**src/axis_offset_pkg.sv**
```systemverilog
package axis_offset_pkg;

   // ------------------------------------------------------------
   // Widths
   // ------------------------------------------------------------
   localparam int AXIS_COUNT   = 3;
   localparam int TRIM_WIDTH   = 8;
   localparam int SAMPLE_WIDTH = 14;
   localparam int SUM_WIDTH    = 16;
   localparam int DATA_WIDTH   = 32;
   localparam int ADDR_WIDTH   = 12;
   localparam int INDEX_WIDTH  = 8;
   localparam int SHIFT_WIDTH  = 2;

   // ------------------------------------------------------------
   // Register indices (byte address is four times the index)
   // ------------------------------------------------------------
   localparam logic [INDEX_WIDTH-1:0] OUT_X_MSB_INDEX   = 8'h01;
   localparam logic [INDEX_WIDTH-1:0] OUT_X_LSB_INDEX   = 8'h02;
   localparam logic [INDEX_WIDTH-1:0] OUT_Y_MSB_INDEX   = 8'h03;
   localparam logic [INDEX_WIDTH-1:0] OUT_Y_LSB_INDEX   = 8'h04;
   localparam logic [INDEX_WIDTH-1:0] OUT_Z_MSB_INDEX   = 8'h05;
   localparam logic [INDEX_WIDTH-1:0] OUT_Z_LSB_INDEX   = 8'h06;
   localparam logic [INDEX_WIDTH-1:0] X_TRIM_INDEX      = 8'h2F;
   localparam logic [INDEX_WIDTH-1:0] Y_TRIM_INDEX      = 8'h30;
   localparam logic [INDEX_WIDTH-1:0] Z_TRIM_INDEX      = 8'h31;
   localparam logic [INDEX_WIDTH-1:0] STANDBY_CTRL_INDEX = 8'h5B;

   // ------------------------------------------------------------
   // Standby control fields and reset values
   // ------------------------------------------------------------
   localparam int ACTIVE_BIT = 0;
   localparam int FS_LSB     = 1;
   localparam int FS_MSB     = 2;
   localparam int CTRL_USED  = 3;
   localparam logic [CTRL_USED-1:0]  CTRL_RESET = 3'h0;
   localparam logic [TRIM_WIDTH-1:0] TRIM_RESET = 8'h00;
   localparam logic [SAMPLE_WIDTH-1:0] DATA_RESET = 14'h0000;
   localparam int LSB_PAD = 2;

   // ------------------------------------------------------------
   // Full-scale range and trim scaling
   // ------------------------------------------------------------
   typedef enum logic [1:0] {
      FS_2G       = 2'b00,
      FS_4G       = 2'b01,
      FS_8G       = 2'b10,
      FS_RESERVED = 2'b11
   } fs_range_type;

   localparam int TRIM_LSB_MG = 2;
   localparam logic [SHIFT_WIDTH-1:0] SHIFT_2G = 2'h3;
   localparam logic [SHIFT_WIDTH-1:0] SHIFT_4G = 2'h2;
   localparam logic [SHIFT_WIDTH-1:0] SHIFT_8G = 2'h1;

   localparam logic signed [SUM_WIDTH-1:0] SAT_MAX = 16'sh1FFF;
   localparam logic signed [SUM_WIDTH-1:0] SAT_MIN = -16'sh2000;

endpackage : axis_offset_pkg

```
**src/axis_offset_correction.sv**
```systemverilog
// Notes on behaviour
// [RL1] Trim values are 8-bit two's complement
// [RL2] One trim LSB weighs 2 mg
// [RL3] Trim added to sample before output registers
// [RL4] Trim writes accepted only in standby
// [RL5] X trim register, reset zero
// [RL6] Y trim register, reset zero
// [RL7] Z trim register, reset zero
// [RL8] Trim scaled to range, sum saturates
`timescale 1ns/1ps
`default_nettype none

module axis_offset_correction (
   input  wire logic                                      pclk,
   input  wire logic                                      presetn,
   input  wire logic                                      psel,
   input  wire logic                                      penable,
   input  wire logic                                      pwrite,
   input  wire logic [axis_offset_pkg::ADDR_WIDTH-1:0]    paddr,
   input  wire logic [axis_offset_pkg::DATA_WIDTH-1:0]    pwdata,
   output logic      [axis_offset_pkg::DATA_WIDTH-1:0]    prdata,
   output logic                                           pready,
   output logic                                           pslverr,
   input  wire logic                                      sample_valid,
   input  wire logic [axis_offset_pkg::SAMPLE_WIDTH-1:0]  sample_x,
   input  wire logic [axis_offset_pkg::SAMPLE_WIDTH-1:0]  sample_y,
   input  wire logic [axis_offset_pkg::SAMPLE_WIDTH-1:0]  sample_z,
   output logic                                           active_mode,
   output logic                                           data_ready
);

   // ------------------------------------------------------------
   // Helpers
   // ------------------------------------------------------------
   function automatic logic addr_hit(
      input logic [axis_offset_pkg::ADDR_WIDTH-1:0]  addr,
      input logic [axis_offset_pkg::INDEX_WIDTH-1:0] index
   );
      addr_hit = (addr == {2'b00, index, 2'b00});
   endfunction : addr_hit

   function automatic logic [axis_offset_pkg::SHIFT_WIDTH-1:0] range_shift(
      input logic [1:0] fs
   );
      unique case (axis_offset_pkg::fs_range_type'(fs))
         axis_offset_pkg::FS_2G:       range_shift = axis_offset_pkg::SHIFT_2G;
         axis_offset_pkg::FS_4G:       range_shift = axis_offset_pkg::SHIFT_4G;
         axis_offset_pkg::FS_8G:       range_shift = axis_offset_pkg::SHIFT_8G;
         axis_offset_pkg::FS_RESERVED: range_shift = axis_offset_pkg::SHIFT_8G;
      endcase
   endfunction : range_shift

   // ------------------------------------------------------------
   // State
   // ------------------------------------------------------------
   logic [axis_offset_pkg::TRIM_WIDTH-1:0]   trim_reg [axis_offset_pkg::AXIS_COUNT];
   logic [axis_offset_pkg::SAMPLE_WIDTH-1:0] data_reg [axis_offset_pkg::AXIS_COUNT];
   logic [axis_offset_pkg::SAMPLE_WIDTH-1:0] data_next [axis_offset_pkg::AXIS_COUNT];
   logic [axis_offset_pkg::SAMPLE_WIDTH-1:0] sample_in [axis_offset_pkg::AXIS_COUNT];
   logic [axis_offset_pkg::CTRL_USED-1:0]    ctrl_reg;
   logic [axis_offset_pkg::DATA_WIDTH-1:0]   read_value;
   logic [axis_offset_pkg::SHIFT_WIDTH-1:0]  shift_sel;
   logic                                     setup_phase;
   logic                                     access_done;
   logic                                     wr_commit;
   logic                                     addr_error;
   logic                                     write_refused;
   logic                                     trim_hit;
   logic                                     sample_take;

   assign sample_in[0] = sample_x;
   assign sample_in[1] = sample_y;
   assign sample_in[2] = sample_z;
   assign shift_sel    = range_shift(ctrl_reg[axis_offset_pkg::FS_MSB:axis_offset_pkg::FS_LSB]);
   assign setup_phase  = psel && !penable;
   assign access_done  = psel && penable && pready;
   assign wr_commit    = access_done && pwrite && !pslverr;
   assign sample_take  = sample_valid && ctrl_reg[axis_offset_pkg::ACTIVE_BIT];

   // ------------------------------------------------------------
   // Correction per axis
   // ------------------------------------------------------------
   for (genvar a = 0; a < axis_offset_pkg::AXIS_COUNT; a++) begin : g_axis
      axis_trim_adder u_adder (
         .sample    (sample_in[a]),
         .trim      (trim_reg[a]),
         .shift     (shift_sel),
         .corrected (data_next[a])
      );
   end

   // ------------------------------------------------------------
   // Address decode and read mux
   // ------------------------------------------------------------
   always_comb begin
      trim_hit   = addr_hit(paddr, axis_offset_pkg::X_TRIM_INDEX) ||
                   addr_hit(paddr, axis_offset_pkg::Y_TRIM_INDEX) ||
                   addr_hit(paddr, axis_offset_pkg::Z_TRIM_INDEX);
      read_value = '0;
      addr_error = 1'b0;
      if (addr_hit(paddr, axis_offset_pkg::OUT_X_MSB_INDEX)) begin
         read_value[7:0] = data_reg[0][13:6];
      end else if (addr_hit(paddr, axis_offset_pkg::OUT_X_LSB_INDEX)) begin
         read_value[7:0] = {data_reg[0][5:0], 2'b00};
      end else if (addr_hit(paddr, axis_offset_pkg::OUT_Y_MSB_INDEX)) begin
         read_value[7:0] = data_reg[1][13:6];
      end else if (addr_hit(paddr, axis_offset_pkg::OUT_Y_LSB_INDEX)) begin
         read_value[7:0] = {data_reg[1][5:0], 2'b00};
      end else if (addr_hit(paddr, axis_offset_pkg::OUT_Z_MSB_INDEX)) begin
         read_value[7:0] = data_reg[2][13:6];
      end else if (addr_hit(paddr, axis_offset_pkg::OUT_Z_LSB_INDEX)) begin
         read_value[7:0] = {data_reg[2][5:0], 2'b00};
      end else if (addr_hit(paddr, axis_offset_pkg::X_TRIM_INDEX)) begin
         read_value[7:0] = trim_reg[0];
      end else if (addr_hit(paddr, axis_offset_pkg::Y_TRIM_INDEX)) begin
         read_value[7:0] = trim_reg[1];
      end else if (addr_hit(paddr, axis_offset_pkg::Z_TRIM_INDEX)) begin
         read_value[7:0] = trim_reg[2];
      end else if (addr_hit(paddr, axis_offset_pkg::STANDBY_CTRL_INDEX)) begin
         read_value[axis_offset_pkg::CTRL_USED-1:0] = ctrl_reg;
      end else begin
         addr_error = 1'b1;
      end
      // Output data is read only; trims lock while sampling
      write_refused = pwrite && !addr_error && !trim_hit &&
                      !addr_hit(paddr, axis_offset_pkg::STANDBY_CTRL_INDEX);
      if (pwrite && trim_hit && ctrl_reg[axis_offset_pkg::ACTIVE_BIT]) begin
         write_refused = 1'b1;                                               // [RL4]
      end
   end

   // ------------------------------------------------------------
   // APB answer: one wait-free access cycle, all from flops
   // ------------------------------------------------------------
   always_ff @(posedge pclk or negedge presetn) begin
      if (!presetn) begin
         pready  <= 1'b0;
         pslverr <= 1'b0;
         prdata  <= '0;
      end else if (setup_phase) begin
         pready  <= 1'b1;
         pslverr <= addr_error || write_refused;
         prdata  <= pwrite ? '0 : read_value;
      end else begin
         pready  <= 1'b0;
         pslverr <= 1'b0;
      end
   end

   // ------------------------------------------------------------
   // Standby control
   // ------------------------------------------------------------
   always_ff @(posedge pclk or negedge presetn) begin
      if (!presetn) begin
         ctrl_reg <= axis_offset_pkg::CTRL_RESET;
      end else if (wr_commit && addr_hit(paddr, axis_offset_pkg::STANDBY_CTRL_INDEX)) begin
         ctrl_reg <= pwdata[axis_offset_pkg::CTRL_USED-1:0];
      end
   end

   assign active_mode = ctrl_reg[axis_offset_pkg::ACTIVE_BIT];

   // ------------------------------------------------------------
   // Trim registers
   // ------------------------------------------------------------
   // Refused writes never reach here: pslverr blocks wr_commit
   always_ff @(posedge pclk or negedge presetn) begin
      if (!presetn) begin
         trim_reg[0] <= axis_offset_pkg::TRIM_RESET;                         // [RL5]
         trim_reg[1] <= axis_offset_pkg::TRIM_RESET;                         // [RL6]
         trim_reg[2] <= axis_offset_pkg::TRIM_RESET;                         // [RL7]
      end else if (wr_commit) begin                                          // [RL4]
         if (addr_hit(paddr, axis_offset_pkg::X_TRIM_INDEX)) begin
            trim_reg[0] <= pwdata[axis_offset_pkg::TRIM_WIDTH-1:0];          // [RL5]
         end
         if (addr_hit(paddr, axis_offset_pkg::Y_TRIM_INDEX)) begin
            trim_reg[1] <= pwdata[axis_offset_pkg::TRIM_WIDTH-1:0];          // [RL6]
         end
         if (addr_hit(paddr, axis_offset_pkg::Z_TRIM_INDEX)) begin
            trim_reg[2] <= pwdata[axis_offset_pkg::TRIM_WIDTH-1:0];          // [RL7]
         end
      end
   end

   // ------------------------------------------------------------
   // Output data registers
   // ------------------------------------------------------------
   always_ff @(posedge pclk or negedge presetn) begin
      if (!presetn) begin
         for (int a = 0; a < axis_offset_pkg::AXIS_COUNT; a++) begin
            data_reg[a] <= axis_offset_pkg::DATA_RESET;
         end
      end else if (sample_take) begin
         for (int a = 0; a < axis_offset_pkg::AXIS_COUNT; a++) begin
            data_reg[a] <= data_next[a];                                     // [RL3]
         end
      end
   end

   always_ff @(posedge pclk or negedge presetn) begin
      if (!presetn) begin
         data_ready <= 1'b0;
      end else begin
         data_ready <= sample_take;
      end
   end
endmodule : axis_offset_correction

`default_nettype wire

```
**src/axis_trim_adder.sv**
```systemverilog
`timescale 1ns/1ps
`default_nettype none

module axis_trim_adder (
   input  wire logic [axis_offset_pkg::SAMPLE_WIDTH-1:0] sample,
   input  wire logic [axis_offset_pkg::TRIM_WIDTH-1:0]   trim,
   input  wire logic [axis_offset_pkg::SHIFT_WIDTH-1:0]  shift,
   output logic      [axis_offset_pkg::SAMPLE_WIDTH-1:0] corrected
);

   logic signed [axis_offset_pkg::SUM_WIDTH-1:0] trim_ext;
   logic signed [axis_offset_pkg::SUM_WIDTH-1:0] sample_ext;
   logic signed [axis_offset_pkg::SUM_WIDTH-1:0] sum;

   // ------------------------------------------------------------
   // Sign extend, scale, add, clamp
   // ------------------------------------------------------------
   always_comb begin
      trim_ext   = axis_offset_pkg::SUM_WIDTH'($signed(trim));              // [RL1]
      trim_ext   = trim_ext <<< shift;                                       // [RL2] [RL8]
      sample_ext = axis_offset_pkg::SUM_WIDTH'($signed(sample));
      // No overflow: 16 bits hold 14-bit sample plus 11-bit scaled trim
      sum        = sample_ext + trim_ext;                                    // [RL3]
      if (sum > axis_offset_pkg::SAT_MAX) begin                              // [RL8]
         corrected = axis_offset_pkg::SAT_MAX[axis_offset_pkg::SAMPLE_WIDTH-1:0];
      end else if (sum < axis_offset_pkg::SAT_MIN) begin
         corrected = axis_offset_pkg::SAT_MIN[axis_offset_pkg::SAMPLE_WIDTH-1:0];
      end else begin
         corrected = sum[axis_offset_pkg::SAMPLE_WIDTH-1:0];
      end
   end

endmodule : axis_trim_adder

`default_nettype wire
```
**config.mk**
```make
export PLATFORM = sky130hd
export DESIGN_NAME = axis_offset_correction
export DESIGN_NICKNAME = d
export VERILOG_FILES = /design/src/axis_offset_pkg.sv /design/src/axis_offset_correction.sv /design/src/axis_trim_adder.sv
export SDC_FILE = /design/constraint.sdc
export NUM_CORES = 1
export LEC_CHECK = 0
export BUFFER_PORTS_ARGS = -buffer_cell sky130_fd_sc_hd__clkbuf_2
export CAP_MARGIN = 20
export CORE_AREA = 2 2 112 114
export CTS_CLUSTER_SIZE = 12
export DETAILED_ROUTE_END_ITERATION = 8
export DIE_AREA = 0 0 114 116
export PLACE_DENSITY_LB_ADDON = 0.12
export SKIP_CTS_REPAIR_TIMING = 1
export SLEW_MARGIN = 5
export SYNTH_ARGS = -nofsm -noshare
export SYNTH_HDL_FRONTEND = slang
export SYNTH_SLANG_ARGS = --single-unit
```
**constraint.sdc**
```tcl
create_clock -name pclk -period 3.9 [get_ports pclk]
set_input_delay 0.585 -clock pclk [delete_from_list [all_inputs] [get_ports pclk]]
set_output_delay 0.585 -clock pclk [all_outputs]
set_load 0.01 [all_outputs]
```
After elaboration in Yosys (flattened, before gate mapping)
Cells that the tools add are included.
{"block": "classes", "eq_ne": 13, "magnitude_cmp": 6, "addsub": 3, "mux": 32, "shift": 3, "n_reduce_logical": 25}
{"cell": "14-bit two-way mux", "count": 6}
{"cell": "8-bit two-way mux", "count": 9}
{"cell": "14-bit by 16-bit adder with 16-bit output", "count": 3}
{"cell": "16-bit by 14-bit > comparator with 1-bit output (second input constant)", "count": 3}
{"cell": "16-bit by 14-bit < comparator with 1-bit output (second input constant)", "count": 3}
{"cell": "8-bit by 2-bit <<< shifter with 16-bit output", "count": 3}
{"cell": "12-bit by 5-bit equality test with 1-bit output (second input constant)", "count": 3}
{"cell": "12-bit by 8-bit equality test with 1-bit output (second input constant)", "count": 3}
{"cell": "12-bit by 4-bit equality test with 1-bit output (second input constant)", "count": 2}
{"cell": "1-bit two-way mux", "count": 13}
{"cell": "12-bit by 3-bit equality test with 1-bit output (second input constant)", "count": 1}
{"cell": "12-bit by 9-bit equality test with 1-bit output (second input constant)", "count": 1}
{"cell": "1-bit logical AND", "count": 12}
{"cell": "3-bit two-way mux", "count": 2}
{"cell": "2-bit case mux with 3 select lines", "count": 1}
{"cell": "2-bit AND reduction", "count": 3}
{"cell": "1-bit logical NOT", "count": 5}
{"cell": "5-bit two-way mux", "count": 1}
{"cell": "2-bit equality test (second input constant)", "count": 2}
{"cell": "1-bit logical OR", "count": 3}
{"cell": "2-bit by 1-bit equality test with 1-bit output (second input constant)", "count": 1}
{"cell": "2-bit logical NOT", "count": 1}
{"cell": "2-bit OR reduction", "count": 1}
{"block": "totals", "ff_bits": 104, "word_cells": 93, "in_bits": 92, "out_inout_bits": 36}

Longest topological paths before layout
{"block": "depth", "depth_word": 18, "mapped_depth": 14, "ltp_nobuf": 11}

By module
Synthesis repeated with hierarchy kept, for this count alone.
{"block": "hier_totals", "hier_cells": 897, "hier_area_um2": 8231.6}
{"mod": "axis_offset_correction", "cells_each": 376, "seq_area_each_um2": 2001.9, "instances": 1, "area_per_inst_um2": 4245.3}
{"mod": "axis_trim_adder (g_axis[0].u_adder ...)", "cells_each": 180, "seq_area_each_um2": 0.0, "instances": 2, "area_per_inst_um2": 1378.8}
{"mod": "axis_trim_adder (g_axis[2].u_adder)", "cells_each": 161, "seq_area_each_um2": 0.0, "instances": 1, "area_per_inst_um2": 1228.7}

Worst setup path before layout
Ideal clock, no wire load.
{"block": "synth_path", "path_kind": "register to register", "startpoint": "register ctrl_reg[1] (netlist bit)", "endpoint": "register data_reg[19] (netlist bit)", "setup_slack_ns": 0.753, "path_buffers": 3, "stages_incl_launch_ff": 15, "required_time_ns": 3.769, "arrival_time_ns": 3.016, "setup_ns": 0.131, "synth_period_minus_slack_ns": 3.147, "path_cell_list": "dfrtp_1 -> clkbuf_1 -> buf_1 -> mux2i_1 -> o21ai_0 -> ha_1 -> a21oi_1 -> a21oi_1 -> a211oi_1 -> o31a_1 -> mux2i_1 -> o41ai_2 -> buf_6 -> a21oi_1 -> o21ai_1"}
{"block": "synth_via", "elab_chain_cells": 8, "word_cells_on_any_way": 12, "cone_classes": "add/sub (1); order compare (2); eq/ne (3); shift (1); mux (3); reduce/logical (2)"}
{"element": "from (decl)", "line_no": "axis_offset_correction.sv:60", "rtl": "logic [axis_offset_pkg::CTRL_USED-1:0] ctrl_reg;"}
{"element": "from (signal assigned)", "line_no": "axis_offset_correction.sv:155", "rtl": "ctrl_reg <= axis_offset_pkg::CTRL_RESET;"}
{"element": "from (signal assigned)", "line_no": "axis_offset_correction.sv:157", "rtl": "ctrl_reg <= pwdata[axis_offset_pkg::CTRL_USED-1:0];"}
{"element": "2-bit equality test", "line_no": "axis_offset_correction.sv:45", "rtl": "unique case (axis_offset_pkg::fs_range_type'(fs))"}
{"element": "2-bit OR reduction (no line)"}
{"element": "2-bit case mux with 3 select lines (*)", "line_no": "axis_offset_correction.sv:45"}
{"element": "8-bit by 2-bit <<< shifter with 16-bit output (*)", "line_no": "axis_trim_adder.sv:20", "rtl": "trim_ext = trim_ext <<< shift;"}
{"element": "14-bit by 16-bit adder with 16-bit output (*)", "line_no": "axis_trim_adder.sv:23", "rtl": "sum = sample_ext + trim_ext;"}
{"element": "16-bit by 14-bit < comparator with 1-bit output", "line_no": "axis_trim_adder.sv:26", "rtl": "end else if (sum < axis_offset_pkg::SAT_MIN) begin"}
{"element": "14-bit two-way mux", "line_no": "axis_trim_adder.sv:26"}
{"element": "14-bit two-way mux (*)", "line_no": "axis_trim_adder.sv:24", "rtl": "if (sum > axis_offset_pkg::SAT_MAX) begin"}
{"element": "to (signal, indexed assignment)", "line_no": "axis_offset_correction.sv:191", "rtl": "data_reg[a] <= axis_offset_pkg::DATA_RESET;"}
{"element": "to (signal, indexed assignment)", "line_no": "axis_offset_correction.sv:195", "rtl": "data_reg[a] <= data_next[a];"}
{"element": "to (decl)", "line_no": "axis_offset_correction.sv:57", "rtl": "logic [axis_offset_pkg::SAMPLE_WIDTH-1:0] data_reg [axis_offset_pkg::AXIS_COUNT];"}
Mark *: on every way between the ends. The rest lies on a longest branch, timed or not.
A chain may end at the register's enable or synchronous reset.

Worst setup path in the final report
{"block": "layout_path", "startpoint": "register ctrl_reg[2] (netlist bit)", "endpoint": "register data_reg[22] (netlist bit)"}
Same word-level chain as after synthesis.

==> reports/results.ini <==
[outcome]
status=complete, no violations

[logic_synthesis]
ys_warn_count=0
yosys-top-cells-area=dfrtp_1 31%, ha_1 9.9%, nand2_1 6.9%
ys_ff_latch=80
synth_area_per_cell_sq_um=8.73
synthCells=736
synth_edf_count=0
synthTopCellsByCount=118 x nand2_1, 80 x dfrtp_1, 51 x ha_1, 50 x nor2_1, 44 x a21oi_1
synth.cell_area_sq_um=6430
yosysTopAreaCell=dfrtp_1
synthDominantCellAreaShare=0.311
ys_seq_area_frac=0.311
synthDistinctLibCells=68
synth.most_common_cell=nand2_1
synth_ff_type=dfrtp_1
synthArstFlopShare=1.00

[power_and_ir_drop]
p_int_mw=1.48
powerDensity_nw_per_um2=273
ir_worst_vdd_mv=0.199
switching_power_mw=0.485
p_total_mw=1.97
pwr-share-clk=0.477
seq_power_share=0.424
leakagePower_nw=3.47
sw_frac_of_total=0.246
power_frac_comb=0.099

[timing]
min_period_ns=3.64
min_period_over_period=0.934
slew_viol_final=0
rsz0062_at_grt=no
setup_viol=0
slew_headroom=0.333
skew_ns=0.00759
worstMarginPinSlew_ns=1.00
final-hold-violation-count=0
fmax_ghz=0.274
tns_ns=0

[floorplan]
rows=40
start_util=0.540
pin_count=128
fp.dieH_um=116
core-area_sq_um=11900
die_x_um=114
dieArea_sq_um=13200

[clock_network]
root_buffer=clkbuf_16
cts_sinks=80
htree_levels=3
cts_buffer_depth=2
cts.clk_slew.worst_paths_ns=0.07
cts_buffers=9
insertion_delay_ns=0.34
cts_tree=done

[global_route]
grt_overflow=0
grt_pass1_wl_um=27200
antenna_found_initial=0
grt_pass1_vias=5386
grt_max_degree=81
grt_usage=0.265

[final_layout]
area_growth_pct=12.1
final_cells=962
num_antenna_cells=0
ff_latch_area_sq_um=2000
fillCellCount=1107
fin_nets=956
drive_above_1_share=0.206
largest_reg_flops=42
multi_input_area_sq_um=4130

[routing]
wl_per_cell_um=17.8
detail_route.iter0.violations=474
firstDrtPassIters=7
viasPerCell=5.96
drcViolationCount=0
ant_nets=0
wl_um=17100
vias=5734

[critical_path]
critPathLaunchType=flop
reg2reg_to=data_reg[22]
required_ns=4.11
path_class=flop to flop
r2r_start=ctrl_reg[2]
critPathArrivalTime_ns=3.86
crit_path_max_fanout=19
worst_setup_path_end_kind=flop
ff2ff_setup_slack_ns=0.26
r2r_cells=12

[placed_design]
portBuffers=79
routabilityCongestion=0.895
dp_cells=944
post-dp-hpwl_um=13600

[hold_path]
hp-class=input port to asynchronous set/reset pin

[run]
cap_violations=0

[power groups by stage]
stage / Combinational (mW) / Sequential [mW] / Clock [mW]
after detailed placement: 0.192 / 0.849 / 0
after floorplan: 0.124 / 0.849 / 0
final: 0.194 / 0.834 / 0.938
after CTS: 0.193 / 0.833 / 0.952
after global placement: 0.188 / 0.849 / 0
after global routing: 0.218 / 0.833 / 0.987
[worst max-delay path by stage]
| stage | end | cells past startpoint | from | slack, ns |
|---|---|---|---|---|
| 5_1_grt | data_reg[39] | 13 | ctrl_reg[1] | 0.03 |
| 4_1_cts | data_reg[39] | 11 | ctrl_reg[1] | 0.20 |
| 2_1_floorplan | data_reg[19] | 14 | ctrl_reg[1] | 0.75 |
| 3_3_place_gp | data_reg[0] | 13 | ctrl_reg[1] | 0.28 |
| 3_5_place_dp | data_reg[40] | 11 | ctrl_reg[1] | 0.19 |
| 6_report | data_reg[22] | 12 | ctrl_reg[2] | 0.26 |
[area by class of cell]
class,instances,share of cell area
clock buffers,9,0.0313
clock inverters,7,0.0149
inverters,22,0.0115
multi-input cells,607,0.572
flip-flops and latches,80,0.278
well taps,147,0.0255
repair buffers,90,0.0663
[cell families (layout without fill, tap and decap cells)]
family                     Yosys count  in the layout  share of synthesized area
other                                1             27                   0.000583
and+or+nand+nor                    237            237                      0.171
AOI/OAI and AO/OA                  210            210                      0.223
xor gates and xnor gates            30             30                     0.0409
muxes                               49             49                     0.0821
DFF                                 80             80                      0.311
buffers and inverters               75            128                     0.0627
adders and majority gates           54             54                      0.109
[stage by stage]
stage	hold WS (ns)	utilization	setup slack, ns	area (sq um)
6_report	0.404	0.605	0.256	7210
5_1_grt	0.465	0.605	0.0301	7210
4_1_cts	0.441	0.603	0.204	7190
3_5_place_dp	0.466	0.576	0.188	6860
3_3_place_gp	0.453	0.576	0.284	6860
2_1_floorplan	0.289	-	0.753	6530
[cells in the final DEF, fill, tap and decap left out, types with 4 or more instances in the layout]
| cell | synthesis | layout |
|---|---|---|
| nand2_1 | 118 | 118 |
| dfrtp_1 | 80 | 79 |
| clkbuf_2 | 0 | 78 |
| ha_1 | 51 | 51 |
| nor2_1 | 50 | 50 |
| a21oi_1 | 44 | 43 |
| o21ai_0 | 40 | 40 |
| mux2_2 | 30 | 30 |
| conb_1 | 1 | 27 |
| inv_1 | 22 | 22 |
| xnor2_1 | 21 | 21 |
| mux2i_1 | 19 | 19 |
| o211ai_1 | 15 | 15 |
| o21ai_1 | 13 | 13 |
| a21oi_2 | 11 | 12 |
| nand2b_1 | 11 | 11 |
| a21o_1 | 11 | 11 |
| buf_4 | 27 | 10 |
| xor2_1 | 9 | 9 |
| clkbuf_16 | 0 | 9 |
| nor2b_1 | 8 | 8 |
| o21a_1 | 8 | 8 |
| a211oi_1 | 8 | 8 |
| nand3_1 | 7 | 7 |
| and2_1 | 7 | 7 |
| a222oi_1 | 7 | 7 |
| nor3_1 | 6 | 6 |
| o221ai_1 | 6 | 6 |
| a22oi_1 | 6 | 6 |
| o31ai_1 | 5 | 5 |
| o311a_1 | 5 | 5 |
| nand4_1 | 4 | 4 |
| and3_1 | 4 | 4 |
| or2_2 | 4 | 4 |
| a221oi_1 | 4 | 4 |
[worst max-delay path, cell delays in order, from the launching register on]
cell	delay, ns
dfrtp_1	0.56
buf_4	0.29
a22o_1	0.27
ha_1	0.27
a211oi_1	0.37
o211ai_2	0.15
a211oi_1	0.42
o31a_1	0.32
mux2i_1	0.28
o41ai_2	0.13
clkbuf_4	0.20
a21oi_1	0.18
o21ai_1	0.08
[routing by layer]
| metal | track usage | part of all wire | up-vias |
|---|---|---|---|
| li1 | - | - | 2766 |
| met1 | 0.356 | 0.45 | 2711 |
| met2 | 0.438 | 0.46 | 225 |
| met3 | 0.0335 | 0.055 | 32 |
| met4 | 0.104 | 0.031 | 0 |
| met5 | 0 | 0 | - |
Power figures use the tool's default switching activity.
